[src/hw/ovds_regs.vh]
`ifndef OVDS_REGS_VH
`define OVDS_REGS_VH

// register indices (byte address = index)
`define OVDS_ADDR_W 9
`define OVDS_OFS_OV_CONTROL 9'h0C0
`define OVDS_OFS_OV_LEVEL 9'h0C1
`define OVDS_OFS_DESAT_CONTROL 9'h0C2
`define OVDS_OFS_DESAT_TRIM 9'h196
`define OVDS_OFS_IRQ_STATUS 9'h0C3
`define OVDS_OFS_IRQ_MASK 9'h0C4

// output_ov_control fields
`define OVDS_OV_FALL_SEL 0
`define OVDS_OV_RISE_SEL 1
`define OVDS_OV_STATUS 2
`define OVDS_OV_PROTECT_EN 3

// desat_control fields
`define OVDS_DS_FALL_SEL 0
`define OVDS_DS_RISE_SEL 1
`define OVDS_DS_STATUS 2
`define OVDS_DS_PWM_EN 3
`define OVDS_DS_POLARITY 4
`define OVDS_DS_RESERVED 5
`define OVDS_DS_WDOG_EN 6
`define OVDS_DS_INPUT_SEL 7

// interrupt status / mask fields
`define OVDS_IRQ_OV 0
`define OVDS_IRQ_DESAT 1

// reset values
`define OVDS_RST_CONTROL 8'h00
`define OVDS_RST_LEVEL 8'h00
`define OVDS_RST_TRIM 8'h00
`define OVDS_RST_IRQ 2'h0

`endif

[src/hw/ovds_ctrl.v]
`include "ovds_regs.vh"
`default_nettype none

module ovds_ctrl (
    // clock and reset
    input wire sys_clk,
    input wire rst,
    // register port
    input wire [`OVDS_ADDR_W-1:0] reg_addr,
    input wire [7:0] reg_wdata,
    input wire reg_wr,
    input wire reg_rd,
    output reg [7:0] reg_rdata,
    // analog comparators
    input wire ov_comp_in,
    input wire desat_comp_in,
    input wire desat_watchdog_in,
    output reg [7:0] ov_level_code,
    output reg desat_input_select,
    output reg [7:0] desat_offset_trim,
    // power stage
    input wire pwm_primary_in,
    input wire pwm_secondary_in,
    output reg primary_gate_drive,
    output reg secondary_gate_drive,
    output reg desat_pwm_out,
    output reg desat_pwm_reset,
    // interrupt
    output reg irq
);

    reg ov_protect_enable_q;
    reg ov_rise_irq_select_q;
    reg ov_fall_irq_select_q;
    reg desat_watchdog_enable_q;
    reg desat_reserved_q;
    reg desat_polarity_q;
    reg desat_pwm_enable_q;
    reg desat_rise_irq_select_q;
    reg desat_fall_irq_select_q;
    reg [1:0] irq_status_q;
    reg [1:0] irq_mask_q;

    // channel 0 overvoltage, 1 desat, 2 watchdog
    wire [2:0] comp_raw;
    wire [2:0] comp_sync;
    wire [2:0] comp_prev;

    assign comp_raw[0] = ov_comp_in;
    assign comp_raw[1] = desat_comp_in;
    assign comp_raw[2] = desat_watchdog_in;

    // two-flop synchronisers; stage 1 read only by stage 2
    // reset low matches the idle comparators, so no false edge
    genvar ch;
    generate
        for (ch = 0; ch < 3; ch = ch + 1) begin : g_sync
            reg s1_q;
            reg s2_q;
            reg prev_q;

            always @(posedge sys_clk or posedge rst) begin
                if (rst) begin
                    s1_q <= 1'b0;
                    s2_q <= 1'b0;
                    prev_q <= 1'b0;
                end else begin
                    s1_q <= comp_raw[ch];
                    s2_q <= s1_q;
                    prev_q <= s2_q;
                end
            end

            assign comp_sync[ch] = s2_q;
            assign comp_prev[ch] = prev_q;
        end
    endgenerate

    wire ov_sync = comp_sync[0];
    wire ov_last = comp_prev[0];
    wire ds_sync = comp_sync[1];
    wire ds_last = comp_prev[1];
    // watchdog is a level; its previous sample is left unused
    wire wd_sync = comp_sync[2];
    wire wd_last = comp_prev[2];

    // comparator high means sense above reference
    wire ov_now = ov_sync;
    // polarity applied before edges and status
    // so a polarity write alone raises no edge
    wire ds_now = ds_sync ^ desat_polarity_q;
    wire ds_was = ds_last ^ desat_polarity_q;

    wire ov_rise = ov_now & ~ov_last;
    wire ov_fall = ~ov_now & ov_last;
    wire ds_rise = ds_now & ~ds_was;
    wire ds_fall = ~ds_now & ds_was;

    // no enable or mask qualifies the set terms
    wire ov_evt = (ov_rise & ov_rise_irq_select_q)
        | (ov_fall & ov_fall_irq_select_q);
    wire ds_evt = (ds_rise & desat_rise_irq_select_q)
        | (ds_fall & desat_fall_irq_select_q);

    wire wr_ovc = reg_wr && (reg_addr == `OVDS_OFS_OV_CONTROL);
    wire wr_lvl = reg_wr && (reg_addr == `OVDS_OFS_OV_LEVEL);
    wire wr_dsc = reg_wr && (reg_addr == `OVDS_OFS_DESAT_CONTROL);
    wire wr_trm = reg_wr && (reg_addr == `OVDS_OFS_DESAT_TRIM);
    wire wr_sts = reg_wr && (reg_addr == `OVDS_OFS_IRQ_STATUS);
    wire wr_msk = reg_wr && (reg_addr == `OVDS_OFS_IRQ_MASK);

    // set wins over write-one-to-clear
    wire [1:0] irq_status_d = (irq_status_q & ~(wr_sts ? reg_wdata[1:0] : 2'h0))
        | {ds_evt, ov_evt};

    // overvoltage control bits; status bit is not stored
    always @(posedge sys_clk or posedge rst) begin
        if (rst) begin
            ov_protect_enable_q <= 1'b0;
            ov_rise_irq_select_q <= 1'b0;
            ov_fall_irq_select_q <= 1'b0;
        end else if (wr_ovc) begin
            ov_protect_enable_q <= reg_wdata[`OVDS_OV_PROTECT_EN];
            ov_rise_irq_select_q <= reg_wdata[`OVDS_OV_RISE_SEL];
            ov_fall_irq_select_q <= reg_wdata[`OVDS_OV_FALL_SEL];
        end
    end

    // level code straight to the reference dac
    always @(posedge sys_clk or posedge rst) begin
        if (rst) begin
            ov_level_code <= `OVDS_RST_LEVEL;
        end else if (wr_lvl) begin
            ov_level_code <= reg_wdata;
        end
    end

    // desat control bits; reserved bit kept read/write
    always @(posedge sys_clk or posedge rst) begin
        if (rst) begin
            desat_input_select <= 1'b0;
            desat_watchdog_enable_q <= 1'b0;
            desat_reserved_q <= 1'b0;
            desat_polarity_q <= 1'b0;
            desat_pwm_enable_q <= 1'b0;
            desat_rise_irq_select_q <= 1'b0;
            desat_fall_irq_select_q <= 1'b0;
        end else if (wr_dsc) begin
            desat_input_select <= reg_wdata[`OVDS_DS_INPUT_SEL];
            desat_watchdog_enable_q <= reg_wdata[`OVDS_DS_WDOG_EN];
            desat_reserved_q <= reg_wdata[`OVDS_DS_RESERVED];
            desat_polarity_q <= reg_wdata[`OVDS_DS_POLARITY];
            desat_pwm_enable_q <= reg_wdata[`OVDS_DS_PWM_EN];
            desat_rise_irq_select_q <= reg_wdata[`OVDS_DS_RISE_SEL];
            desat_fall_irq_select_q <= reg_wdata[`OVDS_DS_FALL_SEL];
        end
    end

    // trim is only held; loading it is up to firmware
    always @(posedge sys_clk or posedge rst) begin
        if (rst) begin
            desat_offset_trim <= `OVDS_RST_TRIM;
        end else if (wr_trm) begin
            desat_offset_trim <= reg_wdata;
        end
    end

    always @(posedge sys_clk or posedge rst) begin
        if (rst) begin
            irq_mask_q <= `OVDS_RST_IRQ;
        end else if (wr_msk) begin
            irq_mask_q <= reg_wdata[1:0];
        end
    end

    // sticky flags; mask never stops a set
    always @(posedge sys_clk or posedge rst) begin
        if (rst) begin
            irq_status_q <= `OVDS_RST_IRQ;
        end else begin
            irq_status_q <= irq_status_d;
        end
    end

    // read mux; ov and desat status bits ignore writes, irq status bits clear on a written one
    reg [7:0] rdata_d;
    always @* begin
        rdata_d = 8'h00;
        case (reg_addr)
            `OVDS_OFS_OV_CONTROL: begin
                rdata_d[`OVDS_OV_PROTECT_EN] = ov_protect_enable_q;
                rdata_d[`OVDS_OV_STATUS] = ov_now;
                rdata_d[`OVDS_OV_RISE_SEL] = ov_rise_irq_select_q;
                rdata_d[`OVDS_OV_FALL_SEL] = ov_fall_irq_select_q;
            end
            `OVDS_OFS_OV_LEVEL: begin
                rdata_d = ov_level_code;
            end
            `OVDS_OFS_DESAT_CONTROL: begin
                rdata_d[`OVDS_DS_INPUT_SEL] = desat_input_select;
                rdata_d[`OVDS_DS_WDOG_EN] = desat_watchdog_enable_q;
                rdata_d[`OVDS_DS_RESERVED] = desat_reserved_q;
                rdata_d[`OVDS_DS_POLARITY] = desat_polarity_q;
                rdata_d[`OVDS_DS_PWM_EN] = desat_pwm_enable_q;
                rdata_d[`OVDS_DS_STATUS] = ds_now;
                rdata_d[`OVDS_DS_RISE_SEL] = desat_rise_irq_select_q;
                rdata_d[`OVDS_DS_FALL_SEL] = desat_fall_irq_select_q;
            end
            `OVDS_OFS_DESAT_TRIM: begin
                rdata_d = desat_offset_trim;
            end
            `OVDS_OFS_IRQ_STATUS: begin
                rdata_d[1:0] = irq_status_q;
            end
            `OVDS_OFS_IRQ_MASK: begin
                rdata_d[1:0] = irq_mask_q;
            end
            default: begin
                rdata_d = 8'h00;
            end
        endcase
    end

    // outputs registered; one cycle of added drive latency accepted
    // read data only in the cycle after the strobe
    always @(posedge sys_clk or posedge rst) begin
        if (rst) begin
            reg_rdata <= 8'h00;
        end else if (reg_rd) begin
            reg_rdata <= rdata_d;
        end else begin
            reg_rdata <= 8'h00;
        end
    end

    // safe state overrides the pwm core while enabled and overvoltage is sensed
    always @(posedge sys_clk or posedge rst) begin
        if (rst) begin
            primary_gate_drive <= 1'b0;
            secondary_gate_drive <= 1'b0;
        end else if (ov_protect_enable_q && ov_now) begin
            primary_gate_drive <= 1'b0;
            secondary_gate_drive <= 1'b1;
        end else begin
            primary_gate_drive <= pwm_primary_in;
            secondary_gate_drive <= pwm_secondary_in;
        end
    end

    always @(posedge sys_clk or posedge rst) begin
        if (rst) begin
            desat_pwm_out <= 1'b0;
        end else begin
            desat_pwm_out <= desat_pwm_enable_q & ds_now;
        end
    end

    always @(posedge sys_clk or posedge rst) begin
        if (rst) begin
            desat_pwm_reset <= 1'b0;
        end else begin
            desat_pwm_reset <= desat_watchdog_enable_q & wd_sync;
        end
    end

    // from next status so irq rises with the flag
    always @(posedge sys_clk or posedge rst) begin
        if (rst) begin
            irq <= 1'b0;
        end else begin
            irq <= |(irq_status_d & irq_mask_q);
        end
    end

endmodule

`default_nettype wire

[config.mk]
export PLATFORM = sky130hd
export DESIGN_NAME = ovds_ctrl
export DESIGN_NICKNAME = d
export VERILOG_FILES = /design/src/hw/ovds_ctrl.v
export VERILOG_INCLUDE_DIRS = /design/src /design/src/hw
export SDC_FILE = /design/constraint.sdc
export NUM_CORES = 1
export LEC_CHECK = 0
export ABC_CLOCK_PERIOD_IN_PS = 4140
export BUFFER_PORTS_ARGS = -buffer_cell sky130_fd_sc_hd__buf_2
export CORE_MARGIN = 10
export CORE_UTILIZATION = 40
export DETAILED_ROUTE_END_ITERATION = 12
export HOLD_SLACK_MARGIN = 0.06
export SLEW_MARGIN = 30
export SYNTH_ARGS = -nofsm -noshare
export SYNTH_HDL_FRONTEND = slang
export SYNTH_SLANG_ARGS = --single-unit
[constraint.sdc]
create_clock -name sys_clk -period 4.14 [get_ports sys_clk]
set_input_delay 0.828 -clock sys_clk [delete_from_list [all_inputs] [get_ports sys_clk]]
set_output_delay 0.828 -clock sys_clk [all_outputs]
set_load 0.01 [all_outputs]
==> flow_summary.ini, run 1 <==
[outcome]
outcome = completed

[worst_setup_path]
crit_fanout = 10
slowest_stage = or3b_1
crit_type = primary input to flop
critPathLaunchType = primary input
critPathBufInv = 1
end_kind = flop
cp_cell_sequence = buf_2, or3b_1, nor3_2, nand4_1, mux2_2
cpLargestDelayFamily = simple AND/OR/NAND/NOR gates
crit_path_max_incr_delay_ps = 530
worstPathArrival_ps = 2730
cp_data_required_time_ps = 4340

[die]
die_x_um = 93.6
core_sq_um = 5170
rows = 26
pin_count = 56
dieArea_sq_um = 8770
die_h_um = 93.6
start_util_pct = 41.9

[sta]
rsz0062_at_grt = no
worstMarginPinSlew_ps = 799
drv_slew = 0
finalClockSkew_ps = 6.32
max_freq_mhz = 394
final.setup.tns_ps = 0
relSlewSlack_pct = 46.3
layout_setup_ws_ps = 1600
hold_viol_final = 0
post-route-min-period_ps = 2540
setup_viol = 0
finalCritPeriodShare_pct = 61.3

[place]
gp_congestion = 0.915
dp.cells = 289
port_buffers = 55
dp_hpwl_mm = 3.88
place_ws_ps = 1280

[layout]
layout_common_cells = 55 x buf_2, 51 x dfrtp_1, 29 x mux2_2, 8 x nor2_1
final-seq-area_sq_um = 1280
utilization_pct = 50.9
fin_nets = 252
drive_gt1_share_pct = 42.7
syn_to_final_growth_pct = 21.4
multiInputGateArea_sq_um = 843
stdcell_count = 297
final_common_cell = buf_2
nFillCells = 457
diodes = 0

[synthesis]
ys_ff_latch = 51
synth_area_per_cell_sq_um = 12.8
syn-instance-count = 169
synth-edff-count = 0
async_flop_share_pct = 100
ys_seq_area_share_pct = 58.9
synth_fp_nets = 195
synth_ff_type = dfrtp_1
synthesis.area_sq_um = 2170
yosysWarnings = 0
synthDistinctLibCells = 35

[cts]
insertion_delay_ps = 300
ctsHoldBuffers = 0
max-clock-path-buffers = 2
cts_tree = built
cts.sinks = 51
clock-root-buffer = clkbuf_8
numCtsBuffers = 5
cts_resized = 0
ctsHtreeMaxLevel = 2
clkTransAtPathRegs_ps = 90
postCtsSetupBuffers = 0

[route]
vias = 1603
dr.pass1.iters = 4
final_antenna_net_count = 0
first_iter_violations = 134
wl_per_cell_um = 18.0
drc_errors = 0
viasPerCell = 5.40
routed_wl_mm = 5.34

[pwr]
power_switching_mw = 0.221
ir_worst_vdd_mv = 0.180
power_frac_seq_pct = 54.4
swShare_pct = 23.0
combPwrFrac_pct = 7.5
clockPowerShare_pct = 38.1
p_leak_nw = 1.33
internal_power_mw = 0.742
pwr_density_cell_nw_per_um2 = 366

[global_routing]
grt_remaining_overflow = 0
grt_max_degree = 52
grt_antenna_before_repair = 0
first_global_vias = 1710
track_usage_pct = 12.4
grt_pass1_wl_mm = 8.61

[job]
cap_violations = 0

[worst_hold_path]
hold_class = flop to flop
cell usage after synthesis, drive strengths merged, types with 2 or more instances:
cell    number  area share (%)
nand2        6             1.0
clkbuf       5            0.87
a32oi        2            0.81
a31oi        2            0.58
inv          5            0.87
dfrtp       51              59
a21oi        4            0.92
nor2b        4             1.2
nor3         4             1.4
a222oi       4             1.8
mux2i        3             1.4
o21ai        6             1.4
nor2         8             1.4
nand4        4             1.2
mux2        29              15
and2         2            0.58
nor4         5             1.4
nand3        3            0.69
nand3b       5             1.7
nand4b       3             1.2
worst reg2reg max path, delay by kind of cell, from the launching register on:
kind | cells | cell delay, ps
compound gates | 3 | 700
flops | 1 | 430
simple gates | 1 | 150
power groups by stage:
stage	registers (mW)	logic, mW	clock network [mW]
final	0.525	0.0723	0.367
after floorplan	0.535	0.0389	0
after detailed placement	0.535	0.0734	0
after global routing	0.527	0.0808	0.400
after CTS	0.525	0.0737	0.376
after global placement	0.534	0.0732	0
final timing paths:
path	startpoint	end	slack [ps]	cells past startpoint
setup / recovery	reg_addr[5]	ov_level_code[5]$_DFFE_PP0P_	1600	5
hold / removal	g_sync[0].s1_q$_DFF_PP0_	g_sync[0].s2_q$_DFF_PP0_	350	0
setup reg to reg	g_sync[0].s2_q$_DFF_PP0_	irq$_DFF_PP0_	2750	4
hold reg to reg	g_sync[0].s1_q$_DFF_PP0_	g_sync[0].s2_q$_DFF_PP0_	350	0
max in group asynchronous	rst	ov_rise_irq_select_q$_DFFE_PP0P_	3120	2
min in group asynchronous	rst	g_sync[2].s1_q$_DFF_PP0_	600	2
through the flow:
stage               cell area (sq um)  hold WS (ps)  power (mW)
detailed placement               2510           337       0.608
global placement                 2510           332       0.607
CTS                              2630           358       0.974
floorplan                        2170           331       0.573
global route                     2630           364        1.01
finish                           2630           355       0.963
cells by family after synthesis:
family | Yosys count | share of synthesized area (%)
flops | 51 | 58.9
buf+inv | 11 | 2.25
xor+xnor | 1 | 0.404
compound gates | 24 | 7.85
mux | 32 | 16.4
simple gates | 50 | 14.2
flip-flops by register name, summed over array words and instances, names as in the netlist, 2 cells and up:
name / cells
desat_offset_trim: 8
ov_level_code: 8
reg_rdata: 8
g_sync.s1_q: 3
g_sync.s2_q: 2
irq_mask_q: 2
irq_status_q: 2
area by class of cell:
cell class / instances / share of cell area, %
timing repair buffer: 56 / 10.7
multi-input combinational: 107 / 32.0
clock inverter: 2 / 1.47
sequential: 51 / 48.5
tap: 70 / 3.33
inverter: 5 / 0.808
clock buffer: 6 / 3.14
layer usage:
metal	global-route usage, %	vias up	wire length, um
met5	0	-	0
met1	16.2	788	2450
met4	4.18	0	88
met3	4.56	10	359
met2	18.6	58	2440
li1	-	747	-
(Power assumes the default switching activity.)
==> inputs of run 2 (changes only) <==
--- a/config.mk
+++ b/config.mk
@@ -6,7 +6,7 @@
 export SDC_FILE = /design/constraint.sdc
 export NUM_CORES = 1
 export LEC_CHECK = 0
-export ABC_CLOCK_PERIOD_IN_PS = 4140
+export ABC_CLOCK_PERIOD_IN_PS = 2400
 export BUFFER_PORTS_ARGS = -buffer_cell sky130_fd_sc_hd__buf_2
 export CORE_MARGIN = 10
 export CORE_UTILIZATION = 40
==> constraint.sdc (replaced) <==
create_clock -name sys_clk -period 2.4 [get_ports sys_clk]
set_input_delay 0.48 -clock sys_clk [delete_from_list [all_inputs] [get_ports sys_clk]]
set_output_delay 0.48 -clock sys_clk [all_outputs]
set_load 0.01 [all_outputs]
==> flow_summary.ini, run 2 (synthesized netlist as in run 1, its figures left out) <==
[outcome]
outcome = completed

[sta]
final.setup.tns_ps = 0
setup_viol = 0
drv_slew = 0
layout_setup_ws_ps = 381
finalCritPeriodShare_pct = 84.1
relSlewSlack_pct = 74.7
hold_viol_final = 0
max_freq_mhz = 495
post-route-min-period_ps = 2020
finalClockSkew_ps = 6.80
rsz0062_at_grt = no
worstMarginPinSlew_ps = 379

[global_routing]
grt_max_degree = 21
grt_antenna_before_repair = 0
track_usage_pct = 13.1
grt_remaining_overflow = 0
first_global_vias = 1741
grt_pass1_wl_mm = 9.16

[worst_setup_path]
worstPathArrival_ps = 2210
crit_path_max_incr_delay_ps = 530
critPathLaunchType = primary input
critPathBufInv = 1
r2r_cells = 4
end_kind = flop
crit_type = primary input to flop
r2r_slack_ps = 980
cp_data_required_time_ps = 2590
r2r_end = irq$_DFF_PP0_
cp_cell_sequence = buf_2, or4b_4, or4_1, a221o_1, a22o_1
crit_fanout = 5
cpLargestDelayFamily = simple AND/OR/NAND/NOR gates
slowest_stage = or4b_4
r2r_start = g_sync[0].s2_q$_DFF_PP0_

[layout]
syn_to_final_growth_pct = 24.6
diodes = 0
final_common_cell = buf_2
fin_nets = 265
reg.largest.list = desat_offset_trim (8), ov_level_code (8), reg_rdata (8)
drive_gt1_share_pct = 45.4
layout_common_cells = 55 x buf_2, 51 x dfrtp_1, 29 x mux2_2, 14 x buf_4, 8 x nor2_1
stdcell_count = 310
utilization_pct = 52.2

[cts]
cts_tree = built
ctsHtreeMaxLevel = 2
ctsHoldBuffers = 0
postCtsSetupBuffers = 0
cts_resized = 0
clkTransAtPathRegs_ps = 90
numCtsBuffers = 5
insertion_delay_ps = 300
max-clock-path-buffers = 2
cts.sinks = 51
clock-root-buffer = clkbuf_8

[place]
gp_congestion = 0.900
port_buffers = 55
place_ws_ps = 67.1
dp_hpwl_mm = 4.11
dp.cells = 302

[route]
first_iter_violations = 108
dr.pass1.iters = 5
wl_per_cell_um = 17.9
drc_errors = 0
viasPerCell = 5.36
vias = 1661
routed_wl_mm = 5.53
final_antenna_net_count = 0

[pwr]
ir_worst_vdd_mv = 0.314
p_leak_nw = 1.38
pwr_density_cell_nw_per_um2 = 575

[die]
dieArea_sq_um = 8770
core_sq_um = 5170
pin_count = 56
rows = 26
die_h_um = 93.6
die_x_um = 93.6
start_util_pct = 41.9

[job]
cap_violations = 0

[worst_hold_path]
hold_class = primary input to asynchronous set/reset pin
==> run 2: changes by cell type in the layout (fill, tap and decap cells not counted) <==
cell,previous run,this run
bufinv_16,1,0
buf_4,1,14
inv_4,1,0
clkbuf_1,0,1
inv_6,1,0
clkinv_4,0,1
inv_2,0,1
==> run 2: cell type report <==
| class | count | area (sq um) |
|---|---|---|
| inverters | 5 | 18.8 |
| clock buffers | 7 | 86.3 |
| multi-input cells | 107 | 843 |
| fillers | 465 | 2470 |
| clock inverters | 1 | 8.76 |
| repair buffers | 69 | 380 |
| flip-flops and latches | 51 | 1280 |
| well taps | 70 | 87.6 |
==> run 2: power by group <==
part | switching (mW) | leakage (nW) | internal [mW]
combinational | 0.0762 | 0.649 | 0.0567
clock | 0.279 | 0.0484 | 0.237
sequential | 0.0189 | 0.680 | 0.886
total | 0.374 | 1.38 | 1.18
==> run 2: how the worst max path moves through the flow <==
stage	from	to	slack, ps	cells after the start
floorplan	reg_addr[5]	irq$_DFF_PP0_	190	5
global placement	reg_addr[4]	irq$_DFF_PP0_	100	5
detailed placement	reg_addr[4]	irq$_DFF_PP0_	70	5
CTS	reg_addr[4]	irq$_DFF_PP0_	410	5
global route	reg_addr[4]	irq$_DFF_PP0_	330	5
finish	reg_addr[4]	irq$_DFF_PP0_	380	5
==> run 2: routing by layer <==
metal,up-vias,part of all wire (%),global-route usage [%],wire length [um]
met5,-,0,0,0
met4,0,0.42,4.56,23
met3,2,7.0,4.56,387
met2,52,47,19.9,2610
met1,838,45,16.8,2520
li1,769,-,-,-
==> run 2: through the flow <==
| step | power (mW) | cell area [sq um] | hold slack, ps |
|---|---|---|---|
| finish | 1.55 | 2700 | 146 |
| global route | 1.62 | 2700 | 153 |
| CTS | 1.58 | 2700 | 148 |
| detailed placement | 1.06 | 2610 | 336 |
| global placement | 1.06 | 2610 | 333 |
| floorplan | 0.989 | 2170 | 331 |
